[src/inc/adpcm_cfg_pkg.sv]
// Constants, types and states shared by the configuration serial port
package adpcm_cfg_pkg;

    // ------------------------------------------------------------
    // Byte and field layout
    // ------------------------------------------------------------
    localparam int          BYTE_W        = 8;
    localparam int          ADDR_W        = 6;
    localparam int          SLOT_W        = 6;
    localparam logic [2:0]  BIT_LAST      = 3'h7;
    localparam int          ACB_SIDE_BIT  = 6;
    localparam int          CR_CODING_BIT = 0;
    localparam int          CR_IDLE_BIT   = 5;

    // ------------------------------------------------------------
    // Side indices: side a is the X channel, chosen by a one
    // ------------------------------------------------------------
    localparam int          SIDE_A        = 1;
    localparam int          SIDE_B        = 0;

    // ------------------------------------------------------------
    // Reset values
    // ------------------------------------------------------------
    localparam logic [7:0]  CTRL_RESET    = 8'h00;
    localparam logic [5:0]  SLOT_RESET    = 6'h00;

    // ------------------------------------------------------------
    // Pin synchroniser lanes
    // ------------------------------------------------------------
    localparam int          SY_SEL        = 0;
    localparam int          SY_SCLK       = 1;
    localparam int          SY_SDI        = 2;
    localparam int          SY_CLK_B      = 3;
    localparam int          SY_CLK_A      = 4;
    localparam int          SY_FS_B       = 5;
    localparam int          SY_FS_A       = 6;
    localparam int          SY_STRAP      = 7;
    localparam int          SYNC_W        = 13;
    localparam logic [12:0] SYNC_RESET    = 13'h0001;

    // ------------------------------------------------------------
    // Slot counting
    // ------------------------------------------------------------
    localparam int          BITCNT_W      = 10;
    localparam logic [9:0]  BITCNT_MAX    = 10'h3FF;

    typedef struct packed {
        logic [7:0] control;
        logic [5:0] in_slot;
        logic [5:0] out_slot;
    } side_cfg_t;

    typedef enum logic [2:0] {
        ST_IDLE = 3'b000,
        ST_ADDR = 3'b001,
        ST_CTRL = 3'b010,
        ST_IN   = 3'b011,
        ST_OUT  = 3'b100,
        ST_SKIP = 3'b101
    } port_state_t;

endpackage : adpcm_cfg_pkg

[src/design/cfg_serial_port.sv]
// Write-only three-wire configuration port with per-side timeslot counters
//
// Operation
// The host writes zeros into the two top bits of both timeslot bytes.
// The input slot number is the low six bits of the input timeslot byte, bit five first in weight.
// The output slot number is the low six bits of the output timeslot byte, bit five first in weight.
// A write lasts from select falling to select rising, and bits are taken only while select is low.
// One data bit is taken on each rising serial clock edge inside a write.
// The host sends each byte least significant bit first.
// A write carries two bytes or four bytes, and both lengths are accepted.
// The host should end a write on a byte boundary.
// Both sample outputs float while a register update is in progress.
// Each frame sync pulse is no wider than one bit clock period.
// The first byte's address bits are compared with the straps and a mismatch ignores the rest.
// Bit six of the first byte picks side a on one and side b on zero.
// After a match the following bytes load control, input slot and output slot in order.
// Slots count from each frame sync rise, eight bits wide when compressing, four when expanding.
// A byte cut short by select rising is dropped and changes no register.
`timescale 1ns/1ps
module cfg_serial_port
    import adpcm_cfg_pkg::*;
(
    input  wire logic             sys_clk,
    input  wire logic             arst_n,
    input  wire logic             cfg_select_n,
    input  wire logic             cfg_serial_clk,
    input  wire logic             serial_config_in,
    input  wire logic [5:0]       strap_addr,
    input  wire logic             side_a_bit_clock,
    input  wire logic             side_b_bit_clock,
    input  wire logic             side_a_frame_sync,
    input  wire logic             side_b_frame_sync,
    input  wire logic             side_a_tx_bit,
    input  wire logic             side_b_tx_bit,
    output logic                  side_a_serial_out,
    output logic                  side_a_serial_oe,
    output logic                  side_b_serial_out,
    output logic                  side_b_serial_oe,
    output side_cfg_t [1:0]       side_cfg,
    output logic [1:0]            in_slot_hit,
    output logic [1:0]            out_slot_hit,
    output logic                  update_busy
);

    // ------------------------------------------------------------
    // Pin synchronisers
    // ------------------------------------------------------------
    logic [SYNC_W-1:0] sync1_ff;
    logic [SYNC_W-1:0] sync2_ff;
    logic [SYNC_W-1:0] prev_ff;
    wire  [SYNC_W-1:0] pin_raw = {strap_addr, side_a_frame_sync, side_b_frame_sync,
                                  side_a_bit_clock, side_b_bit_clock,
                                  serial_config_in, cfg_serial_clk, cfg_select_n};

    always_ff @(posedge sys_clk or negedge arst_n) begin
        if (!arst_n) begin
            sync1_ff <= SYNC_RESET;
            sync2_ff <= SYNC_RESET;
            prev_ff  <= SYNC_RESET;
        end else begin
            sync1_ff <= pin_raw;
            sync2_ff <= sync1_ff;
            prev_ff  <= sync2_ff;
        end
    end

    wire             sel_low    = ~sync2_ff[SY_SEL];
    wire             sel_rise   = sync2_ff[SY_SEL] & ~prev_ff[SY_SEL];
    wire             sclk_rise  = sync2_ff[SY_SCLK] & ~prev_ff[SY_SCLK];
    wire             sdi_bit    = sync2_ff[SY_SDI];
    wire [5:0]       strap_sync = sync2_ff[SY_STRAP +: ADDR_W];
    wire [1:0]       bclk_rise  = {sync2_ff[SY_CLK_A] & ~prev_ff[SY_CLK_A],
                                   sync2_ff[SY_CLK_B] & ~prev_ff[SY_CLK_B]};
    wire [1:0]       fs_level   = {sync2_ff[SY_FS_A], sync2_ff[SY_FS_B]};
    wire [1:0]       tx_bit     = {side_a_tx_bit, side_b_tx_bit};

    // ------------------------------------------------------------
    // Byte assembly
    // ------------------------------------------------------------
    port_state_t      state_ff;
    port_state_t      nxt_state;
    logic [2:0]       bit_cnt_ff;
    logic [7:0]       shift_ff;
    logic             sel_side_ff;

    // capture gate
    wire             take_bit   = sel_low & sclk_rise;
    wire             byte_done  = take_bit & (bit_cnt_ff == BIT_LAST);
    // first bit lands in bit zero
    wire [7:0]       full_byte  = {sdi_bit, shift_ff[7:1]};
    wire             addr_match = (full_byte[ADDR_W-1:0] == strap_sync);
    wire             wr_ctrl    = byte_done & (state_ff == ST_CTRL);
    wire             wr_in      = byte_done & (state_ff == ST_IN);
    wire             wr_out     = byte_done & (state_ff == ST_OUT);

    // one bit per serial clock rise
    always_ff @(posedge sys_clk or negedge arst_n) begin
        if (!arst_n) begin
            bit_cnt_ff <= 3'h0;
            shift_ff   <= 8'h00;
        end else if (!sel_low) begin
            bit_cnt_ff <= 3'h0;
            shift_ff   <= 8'h00;
        end else if (take_bit) begin
            bit_cnt_ff <= bit_cnt_ff + 3'h1;
            shift_ff   <= full_byte;
        end
    end

    // two or four bytes, extra bytes ignored
    always_comb begin
        nxt_state = state_ff;
        case (state_ff)
            ST_IDLE: if (sel_low) begin
                nxt_state = ST_ADDR;
            end
            // address compare
            ST_ADDR: if (byte_done) begin
                nxt_state = addr_match ? ST_CTRL : ST_SKIP;
            end
            // byte order
            ST_CTRL: if (byte_done) begin
                nxt_state = ST_IN;
            end
            ST_IN:   if (byte_done) begin
                nxt_state = ST_OUT;
            end
            ST_OUT:  if (byte_done) begin
                nxt_state = ST_SKIP;
            end
            ST_SKIP: nxt_state = ST_SKIP;
            default: nxt_state = ST_IDLE;
        endcase
        if (!sel_low) begin
            nxt_state = ST_IDLE;
        end
    end

    always_ff @(posedge sys_clk or negedge arst_n) begin
        if (!arst_n) begin
            state_ff    <= ST_IDLE;
            sel_side_ff <= 1'b0;
        end else begin
            state_ff <= nxt_state;
            // side select bit
            if (byte_done && state_ff == ST_ADDR) begin
                sel_side_ff <= full_byte[ACB_SIDE_BIT];
            end
        end
    end

    // update window
    assign update_busy = (state_ff == ST_CTRL) | (state_ff == ST_IN) | (state_ff == ST_OUT);

    // ------------------------------------------------------------
    // Side registers and slot counters
    // ------------------------------------------------------------
    side_cfg_t        cfg_ff   [2];
    logic [9:0]       bcnt_ff  [2];
    logic [1:0]       fs_seen_ff;
    logic [1:0]       out_bit_ff;
    wire  [7:0]       slot_now [2];

    always_ff @(posedge sys_clk or negedge arst_n) begin
        if (!arst_n) begin
            for (int s = 0; s < 2; s++) begin
                cfg_ff[s]  <= '{control: CTRL_RESET, in_slot: SLOT_RESET, out_slot: SLOT_RESET};
                bcnt_ff[s] <= BITCNT_MAX;
            end
            fs_seen_ff <= 2'h0;
            out_bit_ff <= 2'h0;
        end else begin
            for (int s = 0; s < 2; s++) begin
                // loads into the chosen side; only whole bytes write
                if (wr_ctrl && sel_side_ff == s[0]) begin
                    cfg_ff[s].control <= full_byte;
                end
                // low six bits of input slot byte
                if (wr_in && sel_side_ff == s[0]) begin
                    cfg_ff[s].in_slot <= full_byte[SLOT_W-1:0];
                end
                // low six bits of output slot byte
                if (wr_out && sel_side_ff == s[0]) begin
                    cfg_ff[s].out_slot <= full_byte[SLOT_W-1:0];
                end
                // restart on frame sync rise, saturate when lost
                if (bclk_rise[s]) begin
                    fs_seen_ff[s] <= fs_level[s];
                    out_bit_ff[s] <= tx_bit[s];
                    if (fs_level[s] && !fs_seen_ff[s]) begin
                        bcnt_ff[s] <= 10'h000;
                    end else if (bcnt_ff[s] != BITCNT_MAX) begin
                        bcnt_ff[s] <= bcnt_ff[s] + 10'h001;
                    end
                end
            end
        end
    end

    // slot width follows coding direction
    for (genvar g = 0; g < 2; g++) begin : g_slot
        assign slot_now[g]     = cfg_ff[g].control[CR_CODING_BIT] ? {1'b0, bcnt_ff[g][9:3]}
                                                                  : bcnt_ff[g][9:2];
        assign in_slot_hit[g]  = (bcnt_ff[g] != BITCNT_MAX) && (slot_now[g] == {2'b00, cfg_ff[g].in_slot});
        assign out_slot_hit[g] = (bcnt_ff[g] != BITCNT_MAX) && (slot_now[g] == {2'b00, cfg_ff[g].out_slot});
        assign side_cfg[g]     = cfg_ff[g];
    end

    // Idle side floats as well as the update window
    assign side_a_serial_out = out_bit_ff[SIDE_A];
    assign side_b_serial_out = out_bit_ff[SIDE_B];
    // float during update
    assign side_a_serial_oe  = out_slot_hit[SIDE_A] & ~cfg_ff[SIDE_A].control[CR_IDLE_BIT] & ~update_busy;
    assign side_b_serial_oe  = out_slot_hit[SIDE_B] & ~cfg_ff[SIDE_B].control[CR_IDLE_BIT] & ~update_busy;
endmodule : cfg_serial_port

[config.mk]
export PLATFORM = sky130hd
export DESIGN_NAME = cfg_serial_port
export DESIGN_NICKNAME = d
export VERILOG_FILES = /design/src/inc/adpcm_cfg_pkg.sv /design/src/design/cfg_serial_port.sv
export SDC_FILE = /design/constraint.sdc
export NUM_CORES = 1
export LEC_CHECK = 0
export ABC_AREA = 0
export BUFFER_PORTS_ARGS = -buffer_cell sky130_fd_sc_hd__buf_2
export CAP_MARGIN = 25
export CORE_MARGIN = 10
export CORE_UTILIZATION = 25
export CTS_CLUSTER_SIZE = 20
export DETAILED_ROUTE_END_ITERATION = 10
export MAX_ROUTING_LAYER = met4
export PLACE_DENSITY = 0.41
export RECOVER_POWER = 50
export SLEW_MARGIN = 10
export SYNTH_ARGS = -nofsm -noshare
export SYNTH_HDL_FRONTEND = slang
export SYNTH_SLANG_ARGS = --single-unit
[constraint.sdc]
create_clock -name sys_clk -period 4.3 [get_ports sys_clk]
set_input_delay 0 -clock sys_clk [delete_from_list [all_inputs] [get_ports sys_clk]]
set_output_delay 0 -clock sys_clk [all_outputs]
set_load 0.005 [all_outputs]
==> results.sh, run 1 <==
export IMPL_status="finished, violations left"
export IMPL_violations="max-capacitance violations, max-slew violations"
export IMPL_clock_sinks=107
export IMPL_die_area_um2=26360
export IMPL_path_max_fanout=29
export IMPL_nets=529
export IMPL_grt_pass1_wl_mm=21.68
export IMPL_drv_slew=30
export IMPL_yosys_register_bits=107
export IMPL_drc=0
export IMPL_grt_max_degree=58
export IMPL_synth_xor_area_share_pct=6.915
export IMPL_relSlewSlack_pct=-5.626
export IMPL_holdPathStages=2
export IMPL_io_pins=66
export IMPL_crit_end="side_cfg[31]$_DFFE_PN0P_"
export IMPL_clock_latency_ps=360
export IMPL_place_congestion=0.7775
export IMPL_start_kind="primary input"
export IMPL_area_growth_pct=18.94
export IMPL_post_place_ws_ps=2205
export IMPL_critPathLaunch="arst_n"
export IMPL_synth_top_area_share_pct=41.99
export IMPL_cts_max_level=3
export IMPL_tightest_slew_ps=1584
export IMPL_r2r_worst_path_cells=4
export IMPL_wl_per_cell_um=16.71
export IMPL_row_count=52
export IMPL_n_antenna_cell=0
export IMPL_critPathSlowestCell="clkbuf_1"
export IMPL_syn_nets=464
export IMPL_setup_viol=0
export IMPL_clkSlewWorstSetupHoldPaths_ps=80
export IMPL_rrSetupSlack_ps=2200
export IMPL_synth_top_family_by_area="simple AND/OR/NAND/NOR gates"
export IMPL_power_density_nw_per_um2=363.8
export IMPL_post_cts_buffers=0
export IMPL_rsz0062_at_grt="no"
export IMPL_finalCritPeriodShare_pct=59.85
export IMPL_critical_path_max_stage_delay_ps=1230
export IMPL_yosysTopAreaCell="dfrtp_1"
export IMPL_ir_worst_vdd_v=0.0001858
export IMPL_utilization_pct=29.97
export IMPL_ys_async_sr_fraction_pct=100.0
export IMPL_finalHoldViolCount=0
export IMPL_fmax_ghz=0.3885
export IMPL_synthCells=443
export IMPL_post_synth_cell_area_avg_um2=11.44
export IMPL_clockBufferDepth=2
export IMPL_grt_antenna_before_repair=0
export IMPL_drtIter0Drc=181
export IMPL_viasPerCell=4.484
export IMPL_drive_gt1_share_pct=24.17
export IMPL_die_w_um=162.4
export IMPL_cts_made_buffers=9
export IMPL_fin_ws_ps=1726
export IMPL_overflow=0
export IMPL_path_class="primary input to async pin"
export IMPL_dpl_cell_count=751
export IMPL_cp_num_buf_inv=3
export IMPL_r2r_end="bcnt_ff[7]$_DFFE_PN1P_"
export IMPL_fillers=2059
export IMPL_drtPass1Iterations=4
export IMPL_critical_path_arrival_ps=2760
export IMPL_synth_cell_type_count=55
export IMPL_synth_cell_area_um2=5066
export IMPL_core_um2=20100
export IMPL_grt_usage_pct=10.69
export IMPL_r2r_start="sync2_ff[4]$_DFF_PN0_"
export IMPL_cp_common_cell="clkbuf_1"
export IMPL_period_needed_ps=2574
export IMPL_path_cells="dlygate4sd3_1 > clkbuf_1 > clkbuf_1"
export IMPL_vias=3511
export IMPL_synth_area_leaders="dfrtp_1 42%, dfstp_2 11%, mux2_2 5.6%"
export IMPL_tns_ps=0
export IMPL_cts_tree="done"
export IMPL_worst_path_stages=3
export IMPL_p_leak_nw=2.663
export IMPL_fin_cells=783
export IMPL_synth_ff_type="dfrtp_1"
export IMPL_initial_core_util_pct=25.20
export IMPL_drv_cap=1
export IMPL_wl_mm=13.09
export IMPL_synth_warnings=0
export IMPL_ys_seq_area_share_pct=53.40
export IMPL_die_h_um=162.4
export IMPL_dpl_hpwl_mm=9.311
export IMPL_drtAntennaViolNets=0
export IMPL_worst_hold_path_type="primary input to register"
export IMPL_crit_family="buffers and inverters"
export IMPL_portBuffers=65
export IMPL_required_ps=4480
export IMPL_synth_mux_area_share_pct=12.30
export IMPL_grt_pass1_vias=3799
export IMPL_synth_compound_area_share_pct=8.397
export IMPL_clock_skew_final_ps=12.20
export IMPL_synth_edf_count=0
export IMPL_cts_root_buf="clkbuf_16"
export IMPL_synth_fa_ha_area_share_pct=0.9879
export IMPL_worst_setup_path_end_kind="async pin"
export IMPL_synthSimpleGateAreaFrac_pct=14.69
==> where the power goes <==
| part | switching [W] | internal, W |
|---|---|---|
| sequential | 0.0000544 | 0.00107 |
| clock | 0.000413 | 0.000422 |
| combinational | 0.000121 | 0.000109 |
==> cell usage after synthesis, drive strengths merged (5+ instances only) <==
master,n
mux2i,15
nand3,6
dfstp,22
nor2b,7
mux2,42
nand2,45
or3,5
nor2,18
xor2,19
nor3,8
inv,6
a21oi,28
dfrtp,85
nand4,10
o31ai,8
o21ai,14
clkbuf,19
xnor2,21
buf,10
nand2b,7
==> flip-flops by register name, indices dropped and copies added, names as in the netlist <==
register / flops
bcnt_ff: 20
shift_ff: 7
side_cfg: 40
sync2_ff: 13
sync1_ff: 13
state_ff: 3
prev_ff: 3
bit_cnt_ff: 3
out_bit_ff: 2
sel_side_ff: 1
fs_seen_ff: 2
==> what timing repair did <==
action                                 in CTS  in global routing
resized for setup                           0                  0
hold buffers                               16                  0
endpoints found under the hold margin      83                  0
==> how the worst min path moves through the flow <==
stage,to,slack [ps],startpoint
2_1_floorplan,bit_cnt_ff[0]$_DFFE_PN0P_,-300,arst_n
3_3_place_gp,sync1_ff[0]$_DFF_PN1_,110,cfg_select_n
3_5_place_dp,sync1_ff[10]$_DFF_PN0_,-60,arst_n
4_1_cts,sync1_ff[10]$_DFF_PN0_,100,arst_n
5_1_grt,sync1_ff[1]$_DFF_PN0_,270,cfg_serial_clk
6_report,sync1_ff[2]$_DFF_PN0_,270,serial_config_in
==> placed cells by master, fill, tap and decap left out, drive strengths merged, types with 18 or more instances in the layout <==
master  count
mux2       42
a21oi      28
xnor2      21
dfstp      22
nand2      45
xor2       19
clkbuf     28
buf        49
nor2       18
dfrtp      85
==> stage by stage <==
| step | total power [W] | instance area [um2] | hold slack, ps |
|---|---|---|---|
| 2_1_floorplan | 0.001263 | 5066 | -295.6 |
| 3_3_place_gp | 0.001364 | 5594 | 105.8 |
| 3_5_place_dp | 0.001374 | 5622 | -56.57 |
| 4_1_cts | 0.002235 | 6075 | 96.59 |
| 5_1_grt | 0.002316 | 6026 | 266.8 |
| 6_report | 0.002192 | 6026 | 267.8 |
==> final cells by class <==
class / instances / area [um2] / share of cell area (%)
clock buffer: 10 / 239.0 / 3.966
clock inverter: 6 / 53.80 / 0.8929
inverter: 6 / 22.52 / 0.3738
multi-input combinational: 301 / 2193 / 36.40
sequential: 107 / 2705 / 44.89
tap: 270 / 337.8 / 5.606
timing repair buffer: 83 / 474.2 / 7.870
==> cells by family (layout without fill, tap and decap cells) <==
family	after synthesis	after routing
multiplexers	57	57
buffers and inverters	35	105
XOR/XNOR	40	40
flip-flops	107	107
AO/OA/AOI/OAI	68	68
adder cells (fa/ha/maj)	4	4
AND/OR/NAND/NOR	132	132
==> metal layers <==
metal / share of wire, % / global-route usage (%)
met1: 48 / 14.04
met2: 47 / 15.90
met3: 2.8 / 1.997
met4: 2.0 / 4.384
met5: 0 / -
Note: power is estimated with default switching activity, not from simulation.
==> inputs of run 2 (changes only) <==
- clock period: 4.3 -> 2.5 ns (I/O delays scaled with it)
==> results.sh, run 2 (same netlist as run 1, synthesis figures left out) <==
export IMPL_drv_cap=0
export IMPL_grt_antenna_before_repair=0
export IMPL_finalCritPeriodShare_pct=87.67
export IMPL_row_count=52
export IMPL_wl_per_cell_um=16.71
export IMPL_clock_latency_ps=350
export IMPL_tns_ps=0
export IMPL_overflow=0
export IMPL_whs_ps=276.5
export IMPL_core_um2=20100
export IMPL_required_ps=2500
export IMPL_area_growth_pct=20.65
export IMPL_tightest_slew_ps=1277
export IMPL_critPathLaunch="bcnt_ff[4]$_DFFE_PN1P_"
export IMPL_drv_slew=0
export IMPL_clockBufferDepth=2
export IMPL_post_cts_buffers=0
export IMPL_die_area_um2=26360
export IMPL_p_leak_nw=2.629
export IMPL_worst_setup_path_end_kind="output pin"
export IMPL_vias=3524
export IMPL_period_needed_ps=2192
export IMPL_grt_max_degree=61
export IMPL_start_kind="register"
export IMPL_worst_hold_path_type="primary input to register"
export IMPL_grt_pass1_wl_mm=21.53
export IMPL_cts_max_level=3
export IMPL_drtIter0Drc=172
export IMPL_path_max_fanout=9
export IMPL_clock_skew_final_ps=14.12
export IMPL_power_density_nw_per_um2=650.5
export IMPL_die_h_um=162.4
export IMPL_largest_reg_flops=40
export IMPL_fin_area_um2=6112
export IMPL_n_antenna_cell=0
export IMPL_drc=0
export IMPL_fmax_ghz=0.4562
export IMPL_viasPerCell=4.466
export IMPL_initial_core_util_pct=25.20
export IMPL_finalHoldViolCount=0
export IMPL_clkSlewWorstSetupHoldPaths_ps=70
export IMPL_grt_usage_pct=10.70
export IMPL_ir_worst_vdd_v=0.0004085
export IMPL_layout_commonest_cell="dfrtp_1"
export IMPL_die_w_um=162.4
export IMPL_io_pins=66
export IMPL_cts_made_buffers=9
export IMPL_drtAntennaViolNets=0
export IMPL_drtPass1Iterations=4
export IMPL_mostFrequentLayoutCells="84 x dfrtp_1, 45 x nand2_1, 39 x clkbuf_1, 28 x a21oi_1, 26 x buf_2"
export IMPL_path_class="register to output pin"
export IMPL_setup_viol=0
export IMPL_r2r_start="bit_cnt_ff[0]$_DFFE_PN0P_"
export IMPL_cts_root_buf="clkbuf_16"
export IMPL_holdCritStartpoint="serial_config_in"
export IMPL_fillers=2033
export IMPL_nets=535
export IMPL_place_area_um2=5659
export IMPL_clock_sinks=107
export IMPL_wl_mm=13.19
export IMPL_place_congestion=0.7849
export IMPL_dpl_hpwl_mm=9.505
export IMPL_drive_gt1_share_pct=21.00
export IMPL_grt_pass1_vias=3684
export IMPL_cts_tree="done"
export IMPL_relSlewSlack_pct=14.89
export IMPL_critical_path_arrival_ps=2190
export IMPL_portBuffers=65
export IMPL_status="complete, no violations"
export IMPL_rsz0062_at_grt="no"
==> run 2: changes by cell type in the layout (fill, tap and decap cells not counted), moves of 3 or more <==
cell       change
buf_2         -23
clkbuf_1      +22
buf_4          +7
bufinv_16      +3
inv_6          -3
==> run 2: critical path, stage by stage, from the launching register on <==
cell and delay [ps]:
dfstp_2 660, mux2i_1 110, a221oi_1 280, nand4_1 190
nor4_1 400, buf_2 190
==> run 2: worst paths after layout <==
path / endpoint / slack (ps) / depth (start not counted)
min in group asynchronous: sync1_ff[12]$_DFF_PN0_ / 460 / 2
worst max register to register: side_cfg[13]$_DFFE_PN0P_ / 490 / 5
worst min register to register: sync2_ff[3]$_DFF_PN0_ / 350 / 0
worst min-delay path: sync1_ff[2]$_DFF_PN0_ / 280 / 2
max in group asynchronous: bcnt_ff[16]$_DFFE_PN1P_ / 1030 / 3
worst max-delay path: side_a_serial_oe / 310 / 5
==> run 2: report_power, final <==
group / switching, W / leakage [nW] / internal [W] / total, W
Clock: 0.000653 / 0.167 / 0.000984 / 0.00164
Sequential: 0.0000901 / 1.34 / 0.00184 / 0.00193
Combinational: 0.000212 / 1.12 / 0.000194 / 0.000405
Total: 0.000954 / 2.63 / 0.00302 / 0.00398
==> run 2: area by class of cell <==
| type | instances | area (um2) | area share (%) |
|---|---|---|---|
| Multi-Input combinational cell | 301 | 2193 | 35.89 |
| Tap cell | 270 | 337.8 | 5.527 |
| Clock buffer | 10 | 229.0 | 3.746 |
| Timing Repair Buffer | 89 | 510.5 | 8.352 |
| Clock inverter | 6 | 112.6 | 1.842 |
| Inverter | 6 | 22.52 | 0.3685 |
| Sequential cell | 107 | 2706 | 44.28 |
==> run 2: per-stage QoR <==
step                      utilization (%)  power (W)  instances  worst slack [ps]
after floorplan                         -   0.002172        443             658.6
final                               30.40   0.003976        789             308.1
after global placement              28.15   0.002355        757             430.1
after CTS                           30.64   0.004055        789             9.636
after global routing                30.40   0.004186        789             106.7
after detailed placement            28.15   0.002365        757             411.2
==> run 2: routing by layer <==
layer	track usage (%)	vias up	part of all wire, %
met5	-	-	0
met4	4.921	0	2.2
met3	1.340	16	2.1
met2	16.00	55	47
met1	14.16	1749	49
li1	-	1704	-
==> run 2: what timing repair did <==
action                                  CTS  global route
endpoints found under the setup margin    0             1
resized for setup                         0             1
hold buffers                             16             0
hold endpoints to repair                 52             0
